<file path="src/dbc_consts.vh">
// Shared constants for the data break channel.
`ifndef DBC_CONSTS_VH
`define DBC_CONSTS_VH
`define DBC_ADDR_W        15
`define DBC_DATA_W        18
`define DBC_PORTS         4
`define DBC_BLK_DEVS      3
`define DBC_CYCLE_NS      1750
`define DBC_CLK_NS        10
`define DBC_SLOTS         3
`define DBC_ZERO_ADDR     15'h0000
`define DBC_ZERO_DATA     18'h00000
`define DBC_ONES_DATA     18'h3ffff
`define DBC_ONE_ADDR      15'h0001
`define DBC_ONE_DATA      18'h00001
`endif

</file>
<file path="src/dbc_channel.v">
// Data break channel: four-port priority multiplexer, stolen-cycle sequencer and one block controller.
// Operation
// - Peripheral's 15-bit address goes straight into the memory address register.
// - Data moves between peripheral and memory buffer register, never the accumulator.
// - Data request outranks other interrupts; granted when current instruction ends.
// - Each grant stalls the program one memory cycle, or longer when a slow port stretches it, then it resumes.
// - Slow peripheral may stretch the cycle; processor honours it for the transfer.
// - One 18-bit word per 1.75 us cycle, 570,000 words per second peak.
// - Multiplexer gives four ports in fixed priority sharing the one channel.
// - Arithmetic registers stay unchanged during the stolen cycle.
// - Switch to port, assert ready to it, then start the transfer cycle.
// - Address sampled in slot one; data moves in slots two and three.
// - Select line to the serviced port marks the end of the cycle.
// - Block controller moves consecutive words to one of up to three devices.
// - Word counter loads block length complement and increments each word.
// - Location register holds next address and increments after each transfer.
// - Two 18-bit buffers exchange words with memory via memory buffer register.
// - Setup of address, direction and count comes from accumulator via distributor; here direction comes on i_io_dir_in.
// - Once set up, block runs by stealing cycles with no further instructions.
// - Block end signals program interrupt or automatic priority interrupt.
// - Block controllers may sit on multiplexer ports; here one sits on port 3.
`timescale 1ns/1ps
`include "dbc_consts.vh"
module dbc_channel #(
    parameter AW     = `DBC_ADDR_W,
    parameter DW     = `DBC_DATA_W,
    parameter NP     = `DBC_PORTS,
    parameter CYC_NS = `DBC_CYCLE_NS
) (
    input  wire            i_clock,
    input  wire            i_nrst,
    // Processor side.
    input  wire            i_instr_done,
    input  wire [DW-1:0]   i_mem_rdata,
    output reg             o_break_req_ff,
    output reg             o_prog_stall_ff,
    output reg             o_mem_wr_ff,
    output reg             o_mem_rd_ff,
    output reg  [AW-1:0]   o_mem_addr_reg_ff,
    output reg  [DW-1:0]   o_memory_buffer_reg_ff,
    // External ports 0..2; port 3 is taken by the block controller.
    input  wire [NP-2:0]   i_port_req,
    input  wire [NP-2:0]   i_port_dir_in,
    input  wire [NP-2:0]   i_port_slow,
    input  wire [(NP-1)*AW-1:0] i_port_addr,
    input  wire [(NP-1)*DW-1:0] i_port_wdata,
    output reg  [NP-1:0]   o_port_ready_ff,
    output reg  [NP-1:0]   o_port_select_ff,
    output reg  [DW-1:0]   o_port_rdata_ff,
    // Block controller setup through the information distributor.
    input  wire            i_io_load_addr,
    input  wire            i_io_load_count,
    input  wire            i_io_start,
    input  wire            i_io_dir_in,
    input  wire [1:0]      i_io_dev_sel,
    input  wire            i_io_use_api,
    input  wire [DW-1:0]   i_info_dist,
    // Block device side.
    input  wire            i_dev_valid,
    output wire            o_dev_ready,
    input  wire [DW-1:0]   i_dev_data,
    output reg             o_dev_valid_ff,
    input  wire            i_dev_ready,
    output reg  [DW-1:0]   o_dev_data_ff,
    output reg  [1:0]      o_dev_sel_ff,
    output reg             o_blk_busy_ff,
    output reg             o_blk_done_pi_ff,
    output reg             o_blk_done_api_ff
);
    // ------------------------------------------------------------
    // Cycle timing
    // ------------------------------------------------------------
    // Tick counts are whole clock periods; a clock that does not divide the cycle
    // evenly shortens the cycle slightly rather than stretching every transfer.
    localparam integer CYC = CYC_NS / `DBC_CLK_NS;
    localparam integer SLOT = CYC / `DBC_SLOTS;
    localparam integer CYC_M1_I = CYC - 1;
    localparam integer SLOT_3_I = 2 * SLOT;
    localparam [8:0] CYC_M1  = CYC_M1_I[8:0];
    localparam [8:0] SLOT_1  = SLOT[8:0];
    localparam [8:0] SLOT_3  = SLOT_3_I[8:0];
    // One-hot sequencer states.
    localparam [3:0] S_IDLE  = 4'h1;
    localparam [3:0] S_WAIT  = 4'h2;
    localparam [3:0] S_READY = 4'h4;
    localparam [3:0] S_CYC   = 4'h8;

    // ------------------------------------------------------------
    // Port gathering and fixed priority
    // ------------------------------------------------------------
    wire [NP-1:0]    req;
    wire [NP-1:0]    dir_in;
    wire [NP-1:0]    slow;
    wire [AW-1:0]    addr_v [0:NP-1];
    wire [DW-1:0]    wdat_v [0:NP-1];
    wire             blk_req;
    wire [DW-1:0]    blk_wdata;
    reg  [AW-1:0]    loc_ff;
    reg  [DW-1:0]    wc_ff;
    reg              bdir_in_ff;
    reg              use_api_ff;
    wire             ib_valid;
    wire [DW-1:0]    ib_data;
    wire             ib_pop;

    genvar g;
    generate
        for (g = 0; g < NP-1; g = g + 1) begin : g_port
            assign req[g]    = i_port_req[g];
            assign dir_in[g] = i_port_dir_in[g];
            assign slow[g]   = i_port_slow[g];
            assign addr_v[g] = i_port_addr[g*AW +: AW];
            assign wdat_v[g] = i_port_wdata[g*DW +: DW];
        end
    endgenerate
    assign req[NP-1]    = blk_req;
    assign dir_in[NP-1] = bdir_in_ff;
    assign slow[NP-1]   = 1'b0;
    assign addr_v[NP-1] = loc_ff;
    assign wdat_v[NP-1] = blk_wdata;

    // Lowest index wins; the rest keep their requests up and are seen next cycle.
    function [NP-1:0] pick;
        input [NP-1:0] r;
        integer k;
        begin
            pick = {NP{1'b0}};
            for (k = NP-1; k >= 0; k = k - 1) begin
                if (r[k]) begin
                    pick = {NP{1'b0}};
                    pick[k] = 1'b1;
                end
            end
        end
    endfunction

    // Binary index of the one-hot grant, used to steer the port multiplexers.
    function [1:0] enc;
        input [NP-1:0] oh;
        integer k;
        begin
            enc = 2'h0;
            for (k = 0; k < NP; k = k + 1) begin
                if (oh[k]) begin
                    enc = k[1:0];
                end
            end
        end
    endfunction

    // ------------------------------------------------------------
    // Stolen-cycle sequencer
    // ------------------------------------------------------------
    reg [3:0]    state_ff;
    reg [3:0]    nxt_state;
    reg [NP-1:0] gnt_ff;
    reg [8:0]    tick_ff;
    wire [1:0]   gi;
    wire         cyc_last;

    assign gi       = enc(gnt_ff);
    // A slow port holds the cycle at its last tick until it drops the stretch request.
    assign cyc_last = (tick_ff == CYC_M1) && !slow[gi];

    // The grant is latched in idle, so a port that raises its request later waits for the next cycle.
    always @* begin
        nxt_state = state_ff;
        case (state_ff)
            S_IDLE:  if (|req) nxt_state = S_WAIT;
            S_WAIT:  if (i_instr_done) nxt_state = S_READY;
            S_READY: nxt_state = S_CYC;
            S_CYC:   if (cyc_last) nxt_state = S_IDLE;
            default: nxt_state = S_IDLE;
        endcase
    end

    assign ib_pop = (state_ff == S_CYC) && cyc_last && gnt_ff[NP-1] && !bdir_in_ff;

    // ------------------------------------------------------------
    // Memory cycle outputs
    // ------------------------------------------------------------
    always @(posedge i_clock or negedge i_nrst) begin
        if (!i_nrst) begin
            state_ff               <= S_IDLE;
            gnt_ff                 <= {NP{1'b0}};
            tick_ff                <= 9'h000;
            o_break_req_ff         <= 1'b0;
            o_prog_stall_ff        <= 1'b0;
            o_mem_wr_ff            <= 1'b0;
            o_mem_rd_ff            <= 1'b0;
            o_mem_addr_reg_ff      <= `DBC_ZERO_ADDR;
            o_memory_buffer_reg_ff <= `DBC_ZERO_DATA;
            o_port_ready_ff        <= {NP{1'b0}};
            o_port_select_ff       <= {NP{1'b0}};
            o_port_rdata_ff        <= `DBC_ZERO_DATA;
        end else begin
            state_ff         <= nxt_state;
            o_port_select_ff <= {NP{1'b0}};
            o_mem_wr_ff      <= 1'b0;
            o_mem_rd_ff      <= 1'b0;
            // The break request follows the live requests in idle so it rises on the same edge that latches the grant.
            o_break_req_ff   <= (state_ff == S_IDLE) ? (|req) : (state_ff == S_WAIT);
            case (state_ff)
                S_IDLE: begin
                    gnt_ff <= pick(req);
                end
                S_WAIT: begin
                    if (i_instr_done) begin
                        o_prog_stall_ff <= 1'b1;
                    end
                end
                S_READY: begin
                    o_port_ready_ff <= gnt_ff;
                    tick_ff         <= 9'h000;
                end
                S_CYC: begin
                    // The counter parks on its last value while a slow port stretches the cycle.
                    if (!(tick_ff == CYC_M1)) begin
                        tick_ff <= tick_ff + 9'h001;
                    end
                    if (tick_ff == 9'h000) begin
                        o_mem_addr_reg_ff <= addr_v[gi];
                    end
                    if (tick_ff == SLOT_1) begin
                        if (dir_in[gi]) begin
                            o_memory_buffer_reg_ff <= wdat_v[gi];
                            o_mem_wr_ff            <= 1'b1;
                        end else begin
                            o_mem_rd_ff <= 1'b1;
                        end
                    end
                    if (tick_ff == SLOT_3 && !dir_in[gi]) begin
                        o_memory_buffer_reg_ff <= i_mem_rdata;
                        o_port_rdata_ff        <= i_mem_rdata;
                    end
                    if (cyc_last) begin
                        o_port_select_ff <= gnt_ff;
                        o_port_ready_ff  <= {NP{1'b0}};
                        o_prog_stall_ff  <= 1'b0;
                    end
                end
                default: begin
                    gnt_ff <= {NP{1'b0}};
                end
            endcase
        end
    end

    // ------------------------------------------------------------
    // Block controller
    // ------------------------------------------------------------
    wire [DW-1:0] wc_inc;
    wire          blk_xfer;
    wire          in_ready;
    reg           out_push;

    // The counter holds the complement of the length, so the block ends where the step wraps to zero.
    assign wc_inc    = wc_ff + `DBC_ONE_DATA;
    assign blk_xfer  = (state_ff == S_CYC) && cyc_last && gnt_ff[NP-1];
    // Inbound words are only requested when buffered; outbound only when a buffer slot is free.
    assign blk_req   = o_blk_busy_ff && !gnt_ff[NP-1] &&
                       (bdir_in_ff ? ib_valid : !o_dev_valid_ff);
    assign blk_wdata = ib_data;

    // Inbound words wait here, so a device stall never holds a stolen cycle open.
    dbc_skid_buf #(
        .W (DW)
    ) u_in_buf (
        .i_clock (i_clock),
        .i_nrst  (i_nrst),
        .i_valid (i_dev_valid && o_blk_busy_ff && bdir_in_ff),
        .o_ready (in_ready),
        .i_data  (i_dev_data),
        .o_valid (ib_valid),
        .i_ready (ib_pop || (blk_xfer && bdir_in_ff)),
        .o_data  (ib_data)
    );

    assign o_dev_ready = in_ready && o_blk_busy_ff && bdir_in_ff;

    // Outbound words use a single register; the next word is requested only after the device
    // has taken this one, which costs throughput on slow devices but keeps the path simple.
    always @* begin
        out_push = blk_xfer && !bdir_in_ff;
    end

    // ------------------------------------------------------------
    // Block controller registers
    // ------------------------------------------------------------
    // A load during a running block wins over the step of the same cycle.
    always @(posedge i_clock or negedge i_nrst) begin
        if (!i_nrst) begin
            loc_ff            <= `DBC_ZERO_ADDR;
            wc_ff             <= `DBC_ZERO_DATA;
            bdir_in_ff        <= 1'b0;
            use_api_ff        <= 1'b0;
            o_dev_sel_ff      <= 2'h0;
            o_blk_busy_ff     <= 1'b0;
            o_blk_done_pi_ff  <= 1'b0;
            o_blk_done_api_ff <= 1'b0;
            o_dev_valid_ff    <= 1'b0;
            o_dev_data_ff     <= `DBC_ZERO_DATA;
        end else begin
            if (i_io_load_addr) begin
                loc_ff <= i_info_dist[AW-1:0];
            end else if (blk_xfer) begin
                loc_ff <= loc_ff + `DBC_ONE_ADDR;
            end
            if (i_io_load_count) begin
                wc_ff <= i_info_dist;
            end else if (blk_xfer) begin
                wc_ff <= wc_inc;
            end
            if (i_io_start && !o_blk_busy_ff) begin
                bdir_in_ff    <= i_io_dir_in;
                use_api_ff    <= i_io_use_api;
                o_dev_sel_ff  <= i_io_dev_sel;
                o_blk_busy_ff <= 1'b1;
            end else if (blk_xfer && wc_inc == `DBC_ZERO_DATA) begin
                o_blk_busy_ff <= 1'b0;
            end
            // A new start clears completion, but a same-cycle end of block wins.
            if (blk_xfer && wc_inc == `DBC_ZERO_DATA) begin
                o_blk_done_pi_ff  <= !use_api_ff;
                o_blk_done_api_ff <= use_api_ff;
            end else if (i_io_start) begin
                o_blk_done_pi_ff  <= 1'b0;
                o_blk_done_api_ff <= 1'b0;
            end
            if (out_push) begin
                o_dev_valid_ff <= 1'b1;
                o_dev_data_ff  <= i_mem_rdata;
            end else if (i_dev_ready) begin
                o_dev_valid_ff <= 1'b0;
            end
        end
    end
endmodule

</file>
<file path="src/dbc_skid_buf.v">
// Two-entry valid/ready buffer in the data path.
`timescale 1ns/1ps
`include "dbc_consts.vh"
module dbc_skid_buf #(
    parameter W = `DBC_DATA_W
) (
    input  wire         i_clock,
    input  wire         i_nrst,
    input  wire         i_valid,
    output wire         o_ready,
    input  wire [W-1:0] i_data,
    output wire         o_valid,
    input  wire         i_ready,
    output wire [W-1:0] o_data
);
    reg [W-1:0] mem_ff [0:1];
    reg         wr_ff;
    reg         rd_ff;
    reg [1:0]   cnt_ff;
    wire        push;
    wire        pop;

    assign o_ready = (cnt_ff != 2'h2);
    assign o_valid = (cnt_ff != 2'h0);
    assign o_data  = mem_ff[rd_ff];
    assign push    = i_valid && o_ready;
    assign pop     = o_valid && i_ready;

    always @(posedge i_clock or negedge i_nrst) begin
        if (!i_nrst) begin
            mem_ff[0] <= {W{1'b0}};
            mem_ff[1] <= {W{1'b0}};
            wr_ff     <= 1'b0;
            rd_ff     <= 1'b0;
            cnt_ff    <= 2'h0;
        end else begin
            if (push) begin
                mem_ff[wr_ff] <= i_data;
                wr_ff         <= ~wr_ff;
            end
            if (pop) begin
                rd_ff <= ~rd_ff;
            end
            if (push && !pop) begin
                cnt_ff <= cnt_ff + 2'h1;
            end else if (pop && !push) begin
                cnt_ff <= cnt_ff - 2'h1;
            end
        end
    end
endmodule

</file>
<file path="config.mk">
export PLATFORM = sky130hd
export DESIGN_NAME = dbc_channel
export DESIGN_NICKNAME = d
export VERILOG_FILES = /design/src/dbc_channel.v /design/src/dbc_skid_buf.v
export VERILOG_INCLUDE_DIRS = /design/src
export SDC_FILE = /design/constraint.sdc
export NUM_CORES = 1
export LEC_CHECK = 0
export BUFFER_PORTS_ARGS = -buffer_cell sky130_fd_sc_hd__buf_2
export CORE_MARGIN = 5
export CORE_UTILIZATION = 45
export DETAILED_ROUTE_END_ITERATION = 8
export HOLD_SLACK_MARGIN = 0.02
export MAX_ROUTING_LAYER = met4
export PLACE_DENSITY = 0.7
export SETUP_SLACK_MARGIN = 0.2
export SYNTH_ARGS = -nofsm -noshare
export SYNTH_HDL_FRONTEND = slang
export SYNTH_SLANG_ARGS = --single-unit
export TNS_END_PERCENT = 5
</file>
<file path="constraint.sdc">
create_clock -name i_clock -period 3.36 [get_ports i_clock]
set_input_delay 0.672 -clock i_clock [delete_from_list [all_inputs] [get_ports i_clock]]
set_output_delay 0.672 -clock i_clock [all_outputs]
set_load 0.05 [all_outputs]
</file>
==> summary.txt <==
Final layout
  – Post-Layout Inst Area: ~0.012 mm²
  – Layout cell share with drive strength beyond 1: 0.377
  – Nets: between 1000 and 1500
  – N_diodes: 0
  – Layout fillers: about 1800
  – Area of the multi-input gates: 0.00461 mm²
  – Seq. cell area: between 0.004 and 0.005 mm²
  – Growth of design area from synthesis to finish: 23.1%

Clocking
  – Clock latency at the later pin of the worst-skew pair: ~0.43 ns
  – Post-CTS resize count: 0
  – Clk slew on worst S/H paths: ~0.07 ns
  – Num CTS Buffers: 17
  – Clock Tree Root: clkbuf_16
  – CTS tree: built
  – Postcts setup bufs: 0
  – H-tree levels: 4
  – TritonCTS Sinks: approximately 180
  – Post-CTS Hold Buffers: 0
  – CTS Buffer Depth: 2

Die
  – Chip Width: approximately 150 µm
  – Row count: 52
  – Core area: just over 0.02 mm²
  – Die Span Y: between 150 and 200 µm
  – Starting Density: 0.460
  – Die area: approximately 0.024 mm²
  – Io pins: approximately 260

Yosys
  – Avg Inst Size Synth: just over 10 µm²
  – EDFF count, synth: 0
  – Post-Synthesis Cells: 919
  – Synth warn: 0
  – Count of different cell masters after synthesis: 65
  – Post-synth ARST share: 1.00
  – Seq/Total Area, Yosys: 0.476
  – Mapped Nets: 1100
  – Netlist Area Pre-Place: between 0.009 and 0.01 mm²
  – Synthesized flop and latch total: ~180
  – Synth Flop Type: dfrtp_1

Worst setup path
  – CP Max Fanout: 19
  – Worst path max stage delay: about 0.71 ns
  – CP required: between 3 and 4 ns
  – CP startpoint: state_ff[1]
  – Critical path endpoint category: register
  – CP Launch Type: register
  – Worst EP arrival: 3.09 ns
  – CP bufs+invs: 0
  – Critical path class: reg2reg
  – FF-to-FF Start: state_ff[1]
  – Worst path slowest cell: or4b_1
  – Worst path top cell family by delay: simple AND/OR/NAND/NOR gates
  – Crit-path cells: or4b_1, nor2_2, nand2_1, or2_1, mux2_4

Timing
  – Final Hold Viols: 0
  – Setup TNS Final: 0 ns
  – Setup Viol. Count Final: 0
  – Final worst setup slack: approximately 0.58 ns
  – Slew headroom: 0.229
  – Max Freq: about 0.36 GHz
  – Fin. max-slew vios: 0
  – Worst Tran Pin Value: approximately 1.2 ns
  – Period utilisation layout: 0.828
  – RSZ-0062 raised after global routing: no
  – Final Critical Period: approximately 2.8 ns
  – Clk_skew: ~0.013 ns

Routing
  – Routed wire length per instance: 17.3 µm
  – Vias post-DR: approximately 7600
  – DR DRC count: 0
  – First-pass DRT Iterations: 5
  – 1st-iter DRT viols: 490
  – Vias per cell: 5.27
  – Total Wirelength: around 25 mm
  – Post-route ant nets: 0

Place
  – Port bufs: 261
  – Placer Congestion: just under 0.9
  – DP Wirelength: roughly 19 mm
  – DP Worst Slack: 0.615 ns
  – Post-DP Area: about 0.011 mm²

Global routing
  – Largest net degree at the start of global routing: 71
  – GRT overflow: 0
  – Vias in the first global route: 7573
  – Initial antenna violation count: 0
  – Global-route wire length before repair: 40.0 mm
  – GRT Overall Usage: 0.213

Pwr
  – Pwr Total: just over 7 mW
  – Worst VDD drop: about 0.47 mV
  – Lkg Pwr: 5.56 nW
  – Power density of the placed cells: about 630 mW/mm²

Hold path
  – Worst hold path type: in2async

Job
  – Max-cap violations: 0

Outcome
  – Outcome: complete, no violations
==> logic make-up after synthesis <==
kind of cell,count (synthesis),share of synthesized area
and+or+nand+nor,281,0.148
AOI/OAI and AO/OA,182,0.109
DFF,179,0.476
muxes,154,0.183
buffers and inverters,73,0.0346
xor gates and xnor gates,43,0.0400
adders and majority gates,7,0.00931
==> final timing paths <==
path                                              end  slack [ns]  cells past startpoint
worst max register to register      o_dev_data_ff[15]        0.58                      5
worst min-delay path               o_port_rdata_ff[0]        0.23                      1
worst min register to register  o_mem_addr_reg_ff[14]        0.48                      2
min in group i_clock                   o_dev_valid_ff        0.42                      2
worst max-delay path                o_dev_data_ff[15]        0.58                      5
max in group asynchronous         u_in_buf.mem_ff[25]        2.30                      2
==> final cells by class <==
| type | instances | share of cell area |
|---|---|---|
| multi-input combinational | 667 | 0.398 |
| sequential | 179 | 0.387 |
| timing repair buffer | 277 | 0.125 |
| clock buffer | 20 | 0.0394 |
| tap | 270 | 0.0292 |
| clock inverter | 12 | 0.0165 |
| inverter | 16 | 0.00519 |
==> per-stage QoR <==
step            util  hold WS [ns]  cells
2_1_floorplan      -         0.376    919
3_3_place_gp   0.535         0.458   1409
3_5_place_dp   0.535         0.466   1409
4_1_cts        0.567         0.266   1441
5_1_grt        0.567         0.288   1441
6_report       0.567         0.235   1441
==> layer usage <==
metal  share of wire  GRT usage  up-vias  wire, µm
met5               0          -        -         0
met4           0.010     0.0391        0       258
met3           0.041     0.0394       20      1030
met2            0.50      0.351      179     12600
met1            0.44      0.279     3665     11100
li1                -          -     3735         -
==> power by group <==
part | total (mW) | internal (mW) | switching (mW)
sequential | 2.93 | 2.60 | 0.332
clock | 2.17 | 1.30 | 0.870
combinational | 2.16 | 0.868 | 1.29
total | 7.27 | 4.77 | 2.50
==> cell usage in the layout (no fill, tap or decap), types with 3 or more instances in the layout <==
master | synthesis | layout
buf_2 | 13 | 260
nand4_1 | 14 | 14
nand3_1 | 23 | 23
bufinv_16 | 0 | 4
mux2i_1 | 38 | 38
inv_6 | 0 | 3
nor2_1 | 63 | 61
clkinv_4 | 0 | 3
a21oi_1 | 38 | 38
nor2_2 | 1 | 3
mux2_2 | 106 | 106
a211oi_1 | 5 | 5
xor2_1 | 19 | 19
nor3_1 | 13 | 13
nand2_1 | 115 | 115
dfrtp_1 | 178 | 177
ha_1 | 7 | 7
clkbuf_16 | 0 | 17
o22ai_1 | 20 | 20
o21ai_1 | 27 | 27
nand2b_1 | 5 | 5
and3_1 | 7 | 7
inv_1 | 16 | 16
nor4_1 | 6 | 6
nor2b_1 | 6 | 6
o21ai_0 | 70 | 70
and2_1 | 4 | 4
buf_4 | 2 | 15
mux2_4 | 9 | 9
or3_1 | 6 | 6
xnor2_1 | 24 | 24
==> registers in the layout, summed over array words and instances, names as in the netlist, 2 cells and up <==
signal / flops
o_port_select_ff: 4
o_mem_addr_reg_ff: 15
o_dev_data_ff: 18
wc_ff: 18
u_in_buf.cnt_ff: 2
gnt_ff: 4
tick_ff: 9
state_ff: 4
o_dev_sel_ff: 2
o_memory_buffer_reg_ff: 18
o_port_ready_ff: 4
loc_ff: 15
u_in_buf.mem_ff: 36
o_port_rdata_ff: 18
==> synthesized netlist by cell type, types with 20 or more instances <==
cell | instances | area (µm²)
o22ai_1 | 20 | 125
dfrtp_1 | 178 | 4450
nand3_1 | 23 | 115
a21oi_1 | 38 | 190
o21ai_1 | 27 | 135
nand2_1 | 115 | 432
mux2i_1 | 38 | 380
mux2_2 | 106 | 1190
nor2_1 | 63 | 236
xnor2_1 | 24 | 210
clkbuf_1 | 33 | 124
o21ai_0 | 70 | 350
Power figures use the tool's default switching activity.
